==> src/verilog/ces_pkg.sv <==
// constants and carrier types of the error status and error counter block
`default_nettype none
package ces_pkg;
   // ------------------------------------------------------------------
   // register addresses on the special function register port
   // ------------------------------------------------------------------
   localparam logic [15:0] ADDR_ERR_STATUS = 16'hffb4;
   localparam logic [15:0] ADDR_TX_ERR_CNT = 16'hffb5;
   localparam logic [15:0] ADDR_RX_ERR_CNT = 16'hffb6;
   // ------------------------------------------------------------------
   // error status register layout and reset value
   // ------------------------------------------------------------------
   localparam int BIT_BUS_OFF_FLAG = 7;
   localparam int BIT_RECEIVE_WARNING_FLAG = 6;
   localparam int BIT_TRANSMIT_WARNING_FLAG = 5;
   localparam int BIT_INIT = 3;
   localparam int BIT_VALID = 2;
   localparam int BIT_WAKE = 1;
   localparam int BIT_OVER = 0;
   localparam logic [7:0] ERR_STATUS_RST = 8'h00;
   localparam logic [7:0] CNT_RST = 8'h00;
   // ------------------------------------------------------------------
   // fault confinement figures
   // ------------------------------------------------------------------
   localparam int TEC_W = 9;              // one bit above 255 marks bus-off
   localparam int REC_W = 8;
   localparam logic [TEC_W-1:0] TEC_BUS_OFF_FLAG_LIMIT = 9'h0ff; // bus-off above
   localparam logic [TEC_W-1:0] TEC_WARN = 9'h060;        // 96
   localparam logic [REC_W-1:0] REC_WARN = 8'h60;         // 96
   localparam logic [REC_W-1:0] REC_PASSIVE = 8'h7f;      // 127
   localparam logic [REC_W-1:0] REC_RESUME = 8'h77;       // 119
   localparam logic [3:0] ERR_STEP_BIG = 4'h8;            // +8 step
   localparam logic [7:0] RECOVERY_SEQS = 8'h80;          // 128 x 11 bits
   // ------------------------------------------------------------------
   // events from the protocol machine and message handler (same clock)
   // ------------------------------------------------------------------
   typedef struct packed {
      logic tx_err;     // transmit error seen, +8
      logic tx_ok;      // frame sent without error, -1
      logic rx_err;     // receive error, +1
      logic rx_err8;    // severe receive error, +8
      logic rx_ok;      // frame received without error, -1
      logic rx_done;    // end of any reception
      logic rx_valid;   // end of an error free frame
      logic rec11;      // one run of 11 recessive bits
      logic bus_act;    // reception or transmission in progress
      logic bus_edge;   // transition seen on the bus
      logic pm_idle;    // all internal activity stopped
      logic sleep_mode; // controller currently asleep
      logic ovr_tx;     // transmit data not fetched in time
      logic ovr_rx;     // receive data not stored in time
      logic ovr_id;     // identifier not fetched for compare
   } ces_evt_t;
   // controls back to the protocol machine and message handler
   typedef struct packed {
      logic keep_tx_req;  // leave transmit request pending, resend
      logic block_rx_flg; // set no receive flags for this message
      logic discard_rx;   // drop the incoming message
      logic pm_reset;     // protocol machine hard reset
      logic sleep_grant;  // sleep request accepted
   } ces_ctl_t;
   typedef enum logic [1:0] {ST_RUN, ST_WAIT, ST_INIT} ces_state_t;
endpackage
`default_nettype wire

==> src/verilog/ces_err_cnt.sv <==
// transmit and receive error counters with fault confinement steps
`default_nettype none
module ces_err_cnt #(
   parameter int TW = ces_pkg::TEC_W,
   parameter int RW = ces_pkg::REC_W
) (
   input wire logic i_clk,
   input wire logic i_rst_n,
   input wire logic i_tec_inc8,
   input wire logic i_tec_dec,
   input wire logic i_rec_inc1,
   input wire logic i_rec_inc8,
   input wire logic i_rec_dec,
   input wire logic i_clear,
   output logic [TW-1:0] o_tec,
   output logic [RW-1:0] o_rec
);
   // ------------------------------------------------------------------
   // next values
   // ------------------------------------------------------------------
   logic [TW-1:0] tec_q;
   logic [TW-1:0] tec_d;
   logic [RW-1:0] rec_q;
   logic [RW-1:0] rec_d;
   logic [RW:0] rec_sum;
   logic [TW:0] tec_sum;
   // saturating add keeps counters from wrapping
   assign tec_sum = {1'b0, tec_q} + (TW+1)'(ces_pkg::ERR_STEP_BIG);
   assign rec_sum = {1'b0, rec_q} + (RW+1)'(i_rec_inc8 ?
                    ces_pkg::ERR_STEP_BIG : 4'h1);
   always_comb
   begin
      tec_d = tec_q;
      rec_d = rec_q;
      if (i_clear)
      begin
         tec_d = '0;
         rec_d = '0;
      end
      else
      begin
         // transmit side: +8 on error, -1 on success
         if (i_tec_inc8)
            tec_d = tec_sum[TW] ? '1 : tec_sum[TW-1:0];
         else if (i_tec_dec && tec_q != '0)
            tec_d = tec_q - TW'(1);
         // receive side: above passive level a success drops to 119
         if (i_rec_inc1 || i_rec_inc8)
            rec_d = rec_sum[RW] ? '1 : rec_sum[RW-1:0];
         else if (i_rec_dec && rec_q > ces_pkg::REC_PASSIVE)
            rec_d = ces_pkg::REC_RESUME;
         else if (i_rec_dec && rec_q != '0)
            rec_d = rec_q - RW'(1);
      end
   end
   // ------------------------------------------------------------------
   // counter flops
   // ------------------------------------------------------------------
   always_ff @(posedge i_clk or negedge i_rst_n)
   begin
      if (!i_rst_n)
      begin
         tec_q <= '0;
         rec_q <= '0;
      end
      else
      begin
         tec_q <= tec_d;
         rec_q <= rec_d;
      end
   end
   assign o_tec = tec_q;
   assign o_rec = rec_q;
endmodule
`default_nettype wire

==> src/verilog/ces_top.sv <==
// error status register, error counters and interrupts of the controller
`default_nettype none
module ces_top (
   input wire logic i_clk,
   input wire logic i_rst_n,
   input wire logic [15:0] i_sfr_addr,
   input wire logic i_sfr_wr,
   input wire logic i_sfr_rd,
   input wire logic [7:0] i_sfr_wdata,
   output logic [7:0] o_sfr_rdata,
   input wire logic i_init_req,
   input wire logic i_sleep_req,
   input wire logic i_hard_reset,
   input wire ces_pkg::ces_evt_t i_evt,
   output ces_pkg::ces_ctl_t o_ctl,
   output logic o_status_irq,
   output logic o_err_irq
);
   // ------------------------------------------------------------------
   // state
   // ------------------------------------------------------------------
   logic valid_q;                  // error free frame seen
   logic wake_q;                   // sleep cancelled or refused
   logic over_q;                   // RAM overrun seen
   logic receive_warning_flag_q;                   // receive warning
   logic transmit_warning_flag_q;                   // transmit warning
   logic bus_off_flag_q;                   // previous bus-off, for change detect
   logic status_irq_q;             // status change pulse
   logic over_irq_q;               // overrun interrupt pulse
   logic [7:0] rdata_q;            // read data
   logic [7:0] recov_q;            // recessive run counter in bus-off
   ces_pkg::ces_ctl_t ctl_q;       // registered controls
   ces_pkg::ces_state_t state_q;   // init handshake state
   ces_pkg::ces_state_t state_d;
   logic [ces_pkg::TEC_W-1:0] transmit_error_count;
   logic [ces_pkg::REC_W-1:0] receive_error_count;
   // ------------------------------------------------------------------
   // decode
   // ------------------------------------------------------------------
   wire wr_status = i_sfr_wr && (i_sfr_addr == ces_pkg::ADDR_ERR_STATUS);
   wire clr_valid = wr_status && i_sfr_wdata[ces_pkg::BIT_VALID];
   wire clr_wake = wr_status && i_sfr_wdata[ces_pkg::BIT_WAKE];
   wire clr_over = wr_status && i_sfr_wdata[ces_pkg::BIT_OVER];
   wire bus_off_flag = transmit_error_count > ces_pkg::TEC_BUS_OFF_FLAG_LIMIT;
   wire recov_done = bus_off_flag && i_evt.rec11 &&
                     (recov_q == ces_pkg::RECOVERY_SEQS - 8'h01);
   wire hard_rst = i_hard_reset && bus_off_flag;
   wire cnt_clear = recov_done || hard_rst;
   wire init_granted = (state_q == ces_pkg::ST_INIT);
   // any overrun raises the flag; each kind also steers the handler
   wire ovr_any = i_evt.ovr_tx || i_evt.ovr_rx || i_evt.ovr_id;
   wire set_wake = (i_evt.sleep_mode && i_evt.bus_edge) ||
                   (i_sleep_req && i_evt.bus_act);
   // sleep accepted only when idle and wake not pending
   wire sleep_ok = i_sleep_req && !i_evt.bus_act && !wake_q;
   // valid only for frames whose data was stored
   wire set_valid = i_evt.rx_valid && !i_evt.ovr_rx;
   wire [7:0] status_rd = {bus_off_flag, receive_warning_flag_q, transmit_warning_flag_q, 1'b0, init_granted,
                           valid_q, wake_q, over_q};
   // counters read as 8 bits, saturated once past 255
   wire [7:0] tec_rd = bus_off_flag ? 8'hff : transmit_error_count[7:0];
   wire [7:0] rd_mux =
      (i_sfr_addr == ces_pkg::ADDR_ERR_STATUS) ? status_rd :
      (i_sfr_addr == ces_pkg::ADDR_TX_ERR_CNT) ? tec_rd :
      (i_sfr_addr == ces_pkg::ADDR_RX_ERR_CNT) ? receive_error_count : 8'h00;
   // ------------------------------------------------------------------
   // error counters
   // ------------------------------------------------------------------
   ces_err_cnt #(
      .TW(ces_pkg::TEC_W),
      .RW(ces_pkg::REC_W)
   ) u_ces_err_cnt (
      .i_clk(i_clk),
      .i_rst_n(i_rst_n),
      .i_tec_inc8(i_evt.tx_err),
      .i_tec_dec(i_evt.tx_ok),
      .i_rec_inc1(i_evt.rx_err),
      .i_rec_inc8(i_evt.rx_err8),
      .i_rec_dec(i_evt.rx_ok),
      .i_clear(cnt_clear),
      .o_tec(transmit_error_count),
      .o_rec(receive_error_count)
   );
   // ------------------------------------------------------------------
   // init handshake: request waits for idle, never while bus-off
   // ------------------------------------------------------------------
   always_comb
   begin
      state_d = state_q;
      unique case (state_q)
         ces_pkg::ST_RUN:
            if (i_init_req && !bus_off_flag)
               state_d = ces_pkg::ST_WAIT;
         ces_pkg::ST_WAIT:
            if (!i_init_req)
               state_d = ces_pkg::ST_RUN;
            else if (!i_evt.bus_act && i_evt.pm_idle && !bus_off_flag)
               state_d = ces_pkg::ST_INIT;
         ces_pkg::ST_INIT:
            if (!i_init_req)
               state_d = ces_pkg::ST_RUN;
      endcase
      if (hard_rst)
         state_d = ces_pkg::ST_INIT;
   end
   always_ff @(posedge i_clk or negedge i_rst_n)
   begin
      if (!i_rst_n)
         state_q <= ces_pkg::ST_RUN;
      else
         state_q <= state_d;
   end
   // ------------------------------------------------------------------
   // write-one-to-clear flags; the set term always wins
   // ------------------------------------------------------------------
   always_ff @(posedge i_clk or negedge i_rst_n)
   begin
      if (!i_rst_n)
      begin
         valid_q <= ces_pkg::ERR_STATUS_RST[ces_pkg::BIT_VALID];
         wake_q <= ces_pkg::ERR_STATUS_RST[ces_pkg::BIT_WAKE];
         over_q <= ces_pkg::ERR_STATUS_RST[ces_pkg::BIT_OVER];
      end
      else
      begin
         valid_q <= set_valid ||
                    (valid_q && !clr_valid && !i_init_req);
         wake_q <= set_wake ||
                   (wake_q && !clr_wake && !i_init_req);
         over_q <= ovr_any || (over_q && !clr_over);
      end
   end
   // ------------------------------------------------------------------
   // warning levels sampled at the end of each reception
   // ------------------------------------------------------------------
   always_ff @(posedge i_clk or negedge i_rst_n)
   begin
      if (!i_rst_n)
      begin
         receive_warning_flag_q <= 1'b0;
         transmit_warning_flag_q <= 1'b0;
      end
      else if (i_evt.rx_done)
      begin
         receive_warning_flag_q <= receive_error_count >= ces_pkg::REC_WARN;
         transmit_warning_flag_q <= transmit_error_count >= ces_pkg::TEC_WARN;
      end
   end
   // ------------------------------------------------------------------
   // bus-off recovery: count runs of 11 recessive bits
   // ------------------------------------------------------------------
   always_ff @(posedge i_clk or negedge i_rst_n)
   begin
      if (!i_rst_n)
         recov_q <= 8'h00;
      else if (!bus_off_flag || cnt_clear)
         recov_q <= 8'h00;
      else if (i_evt.rec11)
         recov_q <= recov_q + 8'h01;
   end
   // ------------------------------------------------------------------
   // interrupts: status change pulse, overrun pulse
   // ------------------------------------------------------------------
   wire receive_warning_flag_nx = i_evt.rx_done ? (receive_error_count >= ces_pkg::REC_WARN) : receive_warning_flag_q;
   wire transmit_warning_flag_nx = i_evt.rx_done ? (transmit_error_count >= ces_pkg::TEC_WARN) : transmit_warning_flag_q;
   always_ff @(posedge i_clk or negedge i_rst_n)
   begin
      if (!i_rst_n)
      begin
         bus_off_flag_q <= 1'b0;
         status_irq_q <= 1'b0;
         over_irq_q <= 1'b0;
      end
      else
      begin
         bus_off_flag_q <= bus_off_flag;
         status_irq_q <= (bus_off_flag != bus_off_flag_q) ||
                         (receive_warning_flag_nx != receive_warning_flag_q) ||
                         (transmit_warning_flag_nx != transmit_warning_flag_q);
         over_irq_q <= ovr_any;
      end
   end
   // error line stays high while wake is pending
   assign o_err_irq = wake_q || over_irq_q;
   assign o_status_irq = status_irq_q;
   // ------------------------------------------------------------------
   // controls to the protocol machine and read data
   // ------------------------------------------------------------------
   always_ff @(posedge i_clk or negedge i_rst_n)
   begin
      if (!i_rst_n)
      begin
         ctl_q <= '0;
         rdata_q <= ces_pkg::CNT_RST;
      end
      else
      begin
         ctl_q.keep_tx_req <= i_evt.ovr_tx;
         ctl_q.block_rx_flg <= i_evt.ovr_rx;
         ctl_q.discard_rx <= i_evt.ovr_id;
         ctl_q.pm_reset <= hard_rst;
         ctl_q.sleep_grant <= sleep_ok;
         if (i_sfr_rd)
            rdata_q <= rd_mux;
      end
   end
   assign o_ctl = ctl_q;
   assign o_sfr_rdata = rdata_q;
endmodule
`default_nettype wire

==> config.mk <==
export PLATFORM = sky130hd
export DESIGN_NAME = ces_top
export DESIGN_NICKNAME = d
export VERILOG_FILES = /design/src/verilog/ces_pkg.sv /design/src/verilog/ces_err_cnt.sv /design/src/verilog/ces_top.sv
export SDC_FILE = /design/constraint.sdc
export NUM_CORES = 1
export LEC_CHECK = 0
export BUFFER_PORTS_ARGS = -buffer_cell sky130_fd_sc_hd__buf_2
export CAP_MARGIN = 0
export CORE_MARGIN = 3
export CORE_UTILIZATION = 40
export CTS_CLUSTER_SIZE = 30
export DETAILED_ROUTE_END_ITERATION = 7
export PLACE_DENSITY = 0.71
export SYNTH_ARGS = -nofsm -noshare
export SYNTH_HDL_FRONTEND = slang
export SYNTH_SLANG_ARGS = --single-unit
==> constraint.sdc <==
create_clock -name i_clk -period 2.24 [get_ports i_clk]
set_input_delay 0.336 -clock i_clk [delete_from_list [all_inputs] [get_ports i_clk]]
set_output_delay 0.336 -clock i_clk [all_outputs]
set_load 0.02 [all_outputs]
Word level (Yosys, flattened, before mapping)

Cells that the tools add are included.

Output and inout bits: 15
Register bits after elaboration: 48

$add $sub $neg: 5
Equality and inequality tests: 12
Reductions and logical operators: 50
Order comparisons: 4
Multiplexer cells: 24

Operator list:

| kind                                                 | number |
|---|---|
| two-way mux 8 bit                                    | 11 |
| equality test 16 bit (second input constant)         | 3 |
| two-way mux 9 bit                                    | 4 |
| logical AND 1 bit                                    | 23 |
| logical OR 1 bit                                     | 12 |
| adder 9 x 4 -> 10 bit (second input constant)        | 1 |
| two-way mux 2 bit                                    | 5 |
| adder 8 x 9 -> 9 bit                                 | 1 |
| >= comparator 9 x 7 -> 1 bit (second input constant) | 1 |
| > comparator 9 x 8 -> 1 bit (second input constant)  | 1 |
| nonzero test 9 bit                                   | 1 |
| subtractor 9 x 1 -> 9 bit (second input constant)    | 1 |
| adder 8 x 1 -> 8 bit (second input constant)         | 1 |
| equality test 8 x 7 -> 1 bit (second input constant) | 1 |
| >= comparator 8 x 7 -> 1 bit (second input constant) | 1 |
| > comparator 8 x 7 -> 1 bit (second input constant)  | 1 |
| zero test 1 bit                                      | 8 |
| nonzero test 8 bit                                   | 1 |
| subtractor 8 x 1 -> 8 bit (second input constant)    | 1 |
| != test 3 bit (second input constant)                | 2 |
| case mux 2 bit (3 select lines)                      | 1 |
| two-way mux 4 bit                                    | 1 |
| != test 4 bit (second input constant)                | 1 |
| nonzero test 4 bit                                   | 1 |
| 8 further kinds                                      | 11 |

Depth between registers and ports, before layout

Gate-level depths: netlist (run 1).

Depth in word-level cells: 7
Gate-level depth with buffers: 8

Hierarchy

From an unflattened synthesis (run 1), not the netlist that was laid out.

Cells, all modules: 355
Area, all modules: 3211.8 sq um

By module, submodules not included:

| module      | area each (sq um) | sequential area each (sq um) | instances | cells each |
|---|---|---|---|---|
| ces_top     | 1637.8            | 775.7                        | 1         | 168 |
| ces_err_cnt | 1574.0            | 425.4                        | 1         | 187 |

Worst setup path after synthesis (run 1)

No wires, ideal clock.

Path type: register -> register
Start: reg u_ces_err_cnt.rec_q[0] (netlist: u_ces_err_cnt.o_rec[0])
End: reg u_ces_err_cnt.rec_q[5] (netlist: u_ces_err_cnt.o_rec[5])
Setup time: 0.129 ns
Required time: 2.111 ns
Arrival: 1.828 ns
Cell stages (with the launch flop): 8
Setup slack: 0.283 ns
Period minus slack after synthesis: 1.957 ns
Cells stage by stage: dfrtp_1 -> ha_1 -> ha_1 -> a31o_2 -> a31o_2 -> o221a_2 -> a21oi_1 -> a211oi_1

Word-level cells in the longest chain between the ends: 5
Elaborated cells between the ends (all ways): 12
Classes of those cells: add/sub: 2; order compare: 1; mux: 5; reduce/logical: 4

RTL lines:

| element                                                                         | line                                 | RTL |
|---|---|---|
| from (decl)                                                                     | ces_err_cnt.sv:23                    | `logic [RW-1:0] rec_q;` |
| from (signal assigned)                                                          | ces_err_cnt.sv:69                    | `rec_q <= rec_d;` |
| subtractor 8 x 1 -> 8 bit / > comparator 8 x 7 -> 1 bit (equally long branches) | ces_err_cnt.sv:53, ces_err_cnt.sv:50 |  |
| two-way mux 8 bit / logical AND 1 bit (equally long branches)                   | ces_err_cnt.sv:52, ces_err_cnt.sv:50 |  |
| two-way mux 8 bit                                                               | ces_err_cnt.sv:50                    | `else if (i_rec_dec && rec_q > ces_pkg::REC_PASSIVE)` |
| two-way mux 8 bit                                                               | ces_err_cnt.sv:48                    | `if (i_rec_inc1 \|\| i_rec_inc8)` |
| two-way mux 8 bit                                                               | ces_err_cnt.sv:35                    | `if (i_clear)` |

Parallel ways exist; a longest one is shown, timed or not. The select of a mux whose other input is x is not followed.
A chain may end at the register's enable or synchronous reset.

Worst setup path after layout (run 1)

Same ends and word-level chain as after synthesis.

==> flow_summary.ini, run 1 <==
[outcome]
outcome = finished clean

[power_and_ir_drop]
power.density_mw_per_mm2 = 981
power_mw = 3.49
ir_worst_vdd_mv = 0.317
p_leak_nw = 1.64

[routing]
antenna_left = 0
vias_per_cell = 5.64
remaining_drc_errors = 0
wl_per_cell_um = 15.2
drtIter0Drc = 227
num_vias = 2839
drt-pass1-iter-count = 5
wl_mm = 7.64

[yosys]
synth_edf_count = 0
yosys.area.top_type = dfrtp_1
synth_cell_types = 64
avgSynthCellArea_um2 = 8.92
synth_ff_type = dfrtp_1
synth_top_cells_by_count = 48 x dfrtp_1, 35 x nand2_1, 29 x nor2_1
ys_seq_area_frac = 0.397
ys_top_cells_by_area = dfrtp_1 40%, ha_1 5.8%, nand2_1 4.3%
muxShareOfSynthArea = 0.0103
synth_simple_gate_area_frac = 0.205
yosys.area_share.xor_xnor = 0.0261
synth_top_family_by_area = compound AO/OA/AOI/OAI gates
yosysMostFrequentCell = dfrtp_1
ys_warn_count = 0
synthCells = 339
post-synth-top-area-fraction = 0.397
syn-cell-area_mm2 = 0.00302
synthArstFlopShare = 1.00
synth-seq-cells = 48
synth_nets = 399
synth_compound_area_frac = 0.237
synth-adder-area-share = 0.0579

[run]
drv_cap = 0

[placed_design]
portBuffers = 55
dp_hpwl_mm = 5.85
dp_cells = 495
place.gp.congestion = 0.908

[sta]
setup_tns_ns = 0
rsz0062_at_grt = false
setup-violations-final = 0
tightest_slew_ns = 0.737
hold_viol = 0
finalMaxSlewViolations = 0
fmax_mhz = 486
relSlewSlack = 0.496
skew_ns = 0.00961
fin_crit_sh = 0.918
whs_ns = 0.111
min_period_ns = 2.06

[clocking]
hold_buffers = 0
post_cts_buffers = 0
post_cts_resized = 0
clockBufferDepth = 2
clock-sinks = 48
h-tree-depth = 2
cts_tree = yes
cts-root-buf = clkbuf_8
cts_buffers = 5
clk-insertion-delay-late_ns = 0.31
clk_pin_slew_ns = 0.09

[global_route]
grt-ovfl-total = 0
grt_pass1_wl_mm = 12.7
grt_max_degree = 49
grt_pass1_vias = 2742
grt_usage = 0.181
antenna_found_initial = 0

[cells_and_area]
finalNetCount = 463
drive_gt1_frac = 0.243
multi_input_area_mm2 = 0.00162
diodes = 0
fillers = 704
area_growth_pct = 17.8
ff_latch_area_mm2 = 0.00120
layout.cells.non_filler = 503

[critical_path]
path_max_fanout = 5
cp_slowest_cell = dfrtp_1
critPathLaunchType = flop
slowest_delay_ns = 0.44
path_class = flop to flop
worst-endpoint-required_ns = 2.40
worstSetupEndpointType = flop
cp.arrival_ns = 2.22
worstPathCellList = ha_1, ha_1, a31o_2, a31o_2, o221a_2, a21oi_1, a211oi_1

[die]
num_rows = 31
dieWidth_um = 92.9
die_height_um = 92.9
coreArea_mm2 = 0.00729
die-area_mm2 = 0.00864
io-pin-count = 61
start_util = 0.415

[min_path]
hp-class = input pin to async pin
[where the power goes]
part | switching, mW | internal [mW]
Clock | 0.297 | 0.253
Combinational | 0.919 | 0.702
Sequential | 0.246 | 1.08
Total | 1.46 | 2.03
[placed cells by master (no fill, tap or decap), types with 5 or more instances in the layout]
master,netlist,layout
nand4_1,9,9
nand3_1,17,17
ha_1,14,14
xor2_1,6,6
dfrtp_1,48,48
buf_4,0,18
nor3_1,8,8
and3_1,5,5
nor2_1,29,29
a311oi_1,7,7
inv_1,27,27
o21ai_0,14,14
a21oi_1,13,13
a22oi_1,6,6
nand2_1,35,35
buf_2,5,55
clkbuf_8,0,6
a211oi_1,9,9
[layer usage]
metal / routed length, µm / global-route usage
met5: 0 / 0
met4: 120 / 0.0562
met3: 562 / 0.0301
met2: 3510 / 0.292
met1: 3450 / 0.249
[path summary, 6_finish.rpt]
kind	from	endpoint	slack, ns	cells past startpoint
worst min-delay path	i_rst_n	u_ces_err_cnt.o_rec[4]	0.11	2
min in group i_clk	i_evt[0]	o_ctl[2]	0.14	1
worst min register to register	bus_off_flag_q	o_status_irq	0.50	1
max in group asynchronous	i_rst_n	u_ces_err_cnt.o_tec[8]	1.72	2
worst max register to register	u_ces_err_cnt.o_rec[0]	u_ces_err_cnt.o_rec[5]	0.18	7
worst max-delay path	u_ces_err_cnt.o_rec[0]	u_ces_err_cnt.o_rec[5]	0.18	7
[cells by family after synthesis]
logic type                 Yosys count
buffers and inverters               44
DFF                                 48
adders and majority gates           14
muxes                                3
xor gates and xnor gates             9
AOI/OAI and AO/OA                   96
and+or+nand+nor                    125
[stage by stage]
step | cell area (µm²) | setup WS (ns) | utilization
after global placement | 3460 | 0.123 | 0.475
after global routing | 3560 | 0.0213 | 0.488
after detailed placement | 3460 | 0.0988 | 0.475
after floorplan | 3020 | 0.283 | -
after CTS | 3560 | 0.184 | 0.488
final | 3560 | 0.184 | 0.488
[critical path: cells and delay by family (launching register included)]
kind            cells  cell delay (ns)
compound gates      5             1.01
flops               1             0.44
fa+ha+maj           2             0.46
[sequential cells by signal (all words and copies together), names as in the netlist]
register and flops:
o_ctl 5, valid_q 1, u_ces_err_cnt.o_rec 8, over_q 1
recov_q 8, state_q 2, bus_off_flag_q 1, receive_warning_flag_q 1
u_ces_err_cnt.o_tec 9, o_status_irq 1, transmit_warning_flag_q 1, o_sfr_rdata 8
over_irq_q 1, wake_q 1
[cell type report]
type / instances / share of cell area
Clock buffer: 6 / 0.0232
Clock inverter: 2 / 0.00387
Inverter: 28 / 0.0302
Multi-Input combinational cell: 247 / 0.455
Sequential cell: 48 / 0.337
Tap cell: 99 / 0.0348
Timing Repair Buffer: 73 / 0.115
(Power assumes the default switching activity.)
==> inputs of run 2 (changes only) <==
- CORE_UTILIZATION: 40 -> 35
- GPL_TIMING_DRIVEN: default -> 0
- PLACE_DENSITY: 0.71 -> 0.65
==> run 2 against run 1 <==
  * Wire length down 0.92%
  * Die area up 13%
  * Core utilization down 5.7 points
  * Via count down 0.35%
  * Critical endpoint is now state_q[0]
  * Non-clock buffer count down 2
  * Power up 4.3%
  * Design area up 0.42%
  * Clock power up 38%
  * Combinational power about the same
  * Maximum frequency down 3.8%
  * Register-to-register slack worse by 0.08 ns
==> flow_summary.ini, run 2 (synthesized netlist as in run 1, its figures left out) <==
[outcome]
outcome = finished clean

[critical_path]
worstSetupEndpointType = flop
worst-endpoint-required_ns = 2.46
cp_slowest_cell = dfrtp_1
slowest_delay_ns = 0.46
cp.arrival_ns = 2.36
path_class = flop to flop
path_buf_inv = 1
worstPathCellList = ha_1, and4_4, a31oi_4, inv_4, o41a_1, a211o_1, o31ai_1
critPathLaunchType = flop
path_max_fanout = 7
cpLargestDelayFamily = compound AO/OA/AOI/OAI gates

[cells_and_area]
area_growth_pct = 18.3
layout_common_cells = 59 x buf_2, 47 x dfrtp_1, 35 x nand2_1
utilization = 0.431
mostFrequentLayoutCell = buf_2
ff_latch_area_mm2 = 0.00120
diodes = 0
fillers = 828
largest_reg_flops = 9
drive_gt1_frac = 0.224
multi_input_area_mm2 = 0.00163
finalNetCount = 461

[global_route]
grt-ovfl-total = 0
grt_max_degree = 49
antenna_found_initial = 0
grt_usage = 0.156
grt_pass1_vias = 2644
grt_pass1_wl_mm = 12.7

[routing]
vias_per_cell = 5.58
wl_per_cell_um = 14.9
drt-pass1-iter-count = 5
wl_mm = 7.57
remaining_drc_errors = 0
drtIter0Drc = 186
antenna_left = 0
num_vias = 2829

[placed_design]
dp_hpwl_mm = 5.67
place.gp.congestion = 0.862
portBuffers = 54
post-place-ws_ns = 0.0195

[sta]
skew_ns = 0.00892
setup-violations-final = 0
whs_ns = 0.140
finalMaxSlewViolations = 0
tightest_slew_ns = 1.11
rsz0062_at_grt = false
fin_crit_sh = 0.954
relSlewSlack = 0.261
min_period_ns = 2.14
setup_ws_ns = 0.103
fmax_mhz = 468
setup_tns_ns = 0
hold_viol = 0

[min_path]
hp-class = input pin to flop

[die]
die-area_mm2 = 0.00979
num_rows = 33
start_util = 0.364
die_height_um = 98.9
coreArea_mm2 = 0.00830
dieWidth_um = 98.9
io-pin-count = 61

[run]
drv_cap = 0

[clocking]
cts_tree = yes
clock-sinks = 48
clk_pin_slew_ns = 0.10
cts_buffers = 5
clockBufferDepth = 2
clk-insertion-delay-late_ns = 0.31
cts-root-buf = clkbuf_8
h-tree-depth = 2

[power_and_ir_drop]
ir_worst_vdd_mv = 0.326
power_mw = 3.64
p_leak_nw = 1.62
power.density_mw_per_mm2 = 1020
[run 2: cell types whose count changed in the layout (fill, tap and decap cells not counted), sizes merged]
cell / delta
clkbuf: +7
bufinv: +2
clkinv: -1
buf: -10
[run 2: power by group]
part | switching, mW | internal (mW) | leakage [nW]
registers | 0.213 | 1.08 | 0.602
logic | 0.931 | 0.665 | 0.948
clock network | 0.309 | 0.449 | 0.0687
[run 2: layout make-up]
type	instances	area share
Clock buffer	5	0.0192
Buffer	16	0.0259
Multi-Input combinational cell	247	0.455
Timing Repair Buffer	55	0.0777
Clock inverter	3	0.0192
Inverter	28	0.0301
Sequential cell	48	0.336
Tap cell	105	0.0367
[run 2: routing by layer]
layer,wire (µm),vias to the layer above,global-route usage
li1,-,1372,-
met1,3410,1347,0.208
met2,3590,102,0.261
met3,448,8,0.0276
met4,114,0,0.0399
met5,0,-,0
[run 2: path summary, 6_finish.rpt]
check / from / endpoint / slack [ns] / cells past startpoint
hold / removal: i_evt[2] / o_ctl[4] / 0.14 / 1
max in group asynchronous: i_rst_n / u_ces_err_cnt.o_rec[0] / 1.26 / 1
min in group asynchronous: i_rst_n / u_ces_err_cnt.o_rec[7] / 0.24 / 1
setup / recovery: u_ces_err_cnt.o_tec[3] / state_q[0] / 0.10 / 7
hold reg to reg: bus_off_flag_q / o_status_irq / 0.51 / 1
setup reg to reg: u_ces_err_cnt.o_tec[3] / state_q[0] / 0.10 / 7
[run 2: what timing repair did]
| item | in CTS | in global routing |
|---|---|---|
| resized for setup | 0 | 2 |
| endpoints found under the hold margin | 0 | 0 |
| setup endpoints to repair | 0 | 10 |
| hold buffers | 0 | 0 |
| setup buffers | 0 | 1 |
[run 2: stage by stage]
step / area, µm² / cells
global placement: 3420 / 498
CTS: 3560 / 506
finish: 3580 / 507
global route: 3580 / 507
detailed placement: 3420 / 498
floorplan: 3020 / 339
==> inputs of run 3 (changes only) <==
- CORE_ASPECT_RATIO: default -> 0.7
- CORE_UTILIZATION: 35 -> 50
- PLACE_DENSITY: 0.65 -> 0.87
- clock period: 2.24 -> 1.9 ns (I/O delays scaled with it)
==> run 3 against run 2 <==
  * The flow now finishes with violations (negative setup slack)
  * Clock power grew 18%
  * Core utilization is 23 points higher
  * Combinational power grew 48%
  * Largest power group unchanged
==> flow_summary.ini, run 3 (synthesized netlist as in run 1, its figures left out) <==
[critical_path]
r2r-start = u_ces_err_cnt.o_rec[0]
cp.arrival_ns = 2.09
r2r_end = u_ces_err_cnt.o_rec[5]
r2r.worst_path.cells = 7
path_max_fanout = 6
worstSetupEndpointType = flop
r2r_setup_slack_ns = -0.000006
worst-endpoint-required_ns = 2.09
path_class = flop to flop
critPathLaunchType = flop

[die]
num_rows = 23
start_util = 0.523
die_height_um = 71.1
coreArea_mm2 = 0.00578
die-area_mm2 = 0.00703
dieWidth_um = 98.9
io-pin-count = 61

[placed_design]
dp_cells = 468
place.gp.congestion = 0.958
portBuffers = 54
postPlaceCellArea_mm2 = 0.00339
dp_hpwl_mm = 5.80

[routing]
drtIter0Drc = 342
remaining_drc_errors = 0
vias_per_cell = 6.33
num_vias = 3132
drt-pass1-iter-count = 6
antenna_left = 0
wl_mm = 8.73
wl_per_cell_um = 17.6

[global_route]
grt_pass1_vias = 2836
grt_max_degree = 49
grt_usage = 0.234
grt-ovfl-total = 0
grt_pass1_wl_mm = 13.4
antenna_found_initial = 0

[power_and_ir_drop]
p_int_mw = 2.84
ir_worst_vdd_mv = 0.456
p_leak_nw = 1.73
p_sw_mw = 2.00
power_mw = 4.84
power.density_mw_per_mm2 = 1270
combPwrFrac = 0.490
p_seq_frac = 0.325
clkPwrFrac = 0.184
p_sw_frac = 0.413

[cells_and_area]
area_growth_pct = 26.5
largest_reg_flops = 9
finish.instance_area_mm2 = 0.00382
fillers = 431
mostFrequentLayoutCell = buf_2
ff_latch_area_mm2 = 0.00121
finalNetCount = 479
diodes = 0
layout.cells.non_filler = 495
drive_gt1_frac = 0.300
multi_input_area_mm2 = 0.00176
layout_common_cells = 58 x buf_2, 44 x dfrtp_1, 34 x nand2_1

[sta]
skew_ns = 0.00961
setup_ws_ns = -0.00000644
rsz0062_at_grt = true
hold_viol = 0
setup_tns_ns = -0.00000644
min_period_ns = 1.90
finalMaxSlewViolations = 0
fin_crit_sh = 1.00
setup-violations-final = 1
tightest_slew_ns = 1.07
fmax_mhz = 526
relSlewSlack = 0.285

[clocking]
clk_pin_slew_ns = 0.10
clock-sinks = 48
cts_tree = yes
clk-insertion-delay-late_ns = 0.31
clockBufferDepth = 2
hold_buffers = 0
cts-root-buf = clkbuf_8
cts_buffers = 5
h-tree-depth = 2

[min_path]
hold_path_startpoint = i_evt[0]
whs_path_depth = 1
hp-class = input pin to flop
hold_end = o_ctl[2]

[run]
drv_cap = 0

[outcome]
outcome = complete, but fails checks
violations = negative setup slack
[run 3: area by class of cell]
cell class | count | area share
Clock buffer | 5 | 0.0180
Multi-Input combinational cell | 247 | 0.460
Clock inverter | 3 | 0.0180
Sequential cell | 48 | 0.315
Buffer | 15 | 0.0268
Timing Repair Buffer | 74 | 0.109
Tap cell | 75 | 0.0245
Inverter | 28 | 0.0281
[run 3: worst max-delay path, stage by stage (launching register included)]
cell and delay [ns]:
dfrtp_1 0.39, ha_2 0.21, ha_4 0.18, a31o_4 0.26
a31o_4 0.25, o221a_2 0.29, a21oi_2 0.12, a211oi_1 0.08
[run 3: stage by stage]
stage | util | hold slack, ns | setup slack [ns]
floorplan | - | -0.0106 | 0.0199
global placement | 0.587 | 0.409 | -0.186
detailed placement | 0.587 | 0.408 | -0.244
CTS | 0.628 | 0.0771 | 0.00617
global route | 0.661 | 0.0722 | -0.0521
finish | 0.661 | 0.0802 | -0.00000644
[run 3: layer usage]
metal	part of all wire	track usage
met5	0	0
met4	0.027	0.0788
met3	0.090	0.0581
met2	0.45	0.364
met1	0.43	0.322
[run 3: worst max path at each step]
stage                           startpoint                      to  slack [ns]  depth (start not counted)
finish              u_ces_err_cnt.o_rec[0]  u_ces_err_cnt.o_rec[5]   -0.000006                          7
detailed placement  u_ces_err_cnt.o_tec[3]  u_ces_err_cnt.o_rec[7]       -0.24                          6
CTS                 u_ces_err_cnt.o_tec[0]  u_ces_err_cnt.o_tec[7]       0.006                          7
global placement    u_ces_err_cnt.o_tec[3]  u_ces_err_cnt.o_rec[7]       -0.19                          6
global route        u_ces_err_cnt.o_rec[0]  u_ces_err_cnt.o_rec[5]       -0.05                          7
floorplan           u_ces_err_cnt.o_tec[3]              state_q[0]        0.02                          7
[run 3: power by group through the flow]
stage / clock network, mW / logic, mW / registers, mW
detailed placement: 0 / 1.87 / 1.54
global route: 0.944 / 2.58 / 1.60
global placement: 0 / 1.80 / 1.53
finish: 0.892 / 2.37 / 1.57
CTS: 0.902 / 2.06 / 1.49
floorplan: 0 / 1.40 / 1.49
[run 3: repair_timing]
item | CTS | global route
gates cloned | 0 | 1
setup buffers | 6 | 13
resized for setup | 11 | 19
pin swaps | 1 | 8
endpoints found under the setup margin | 13 | 18
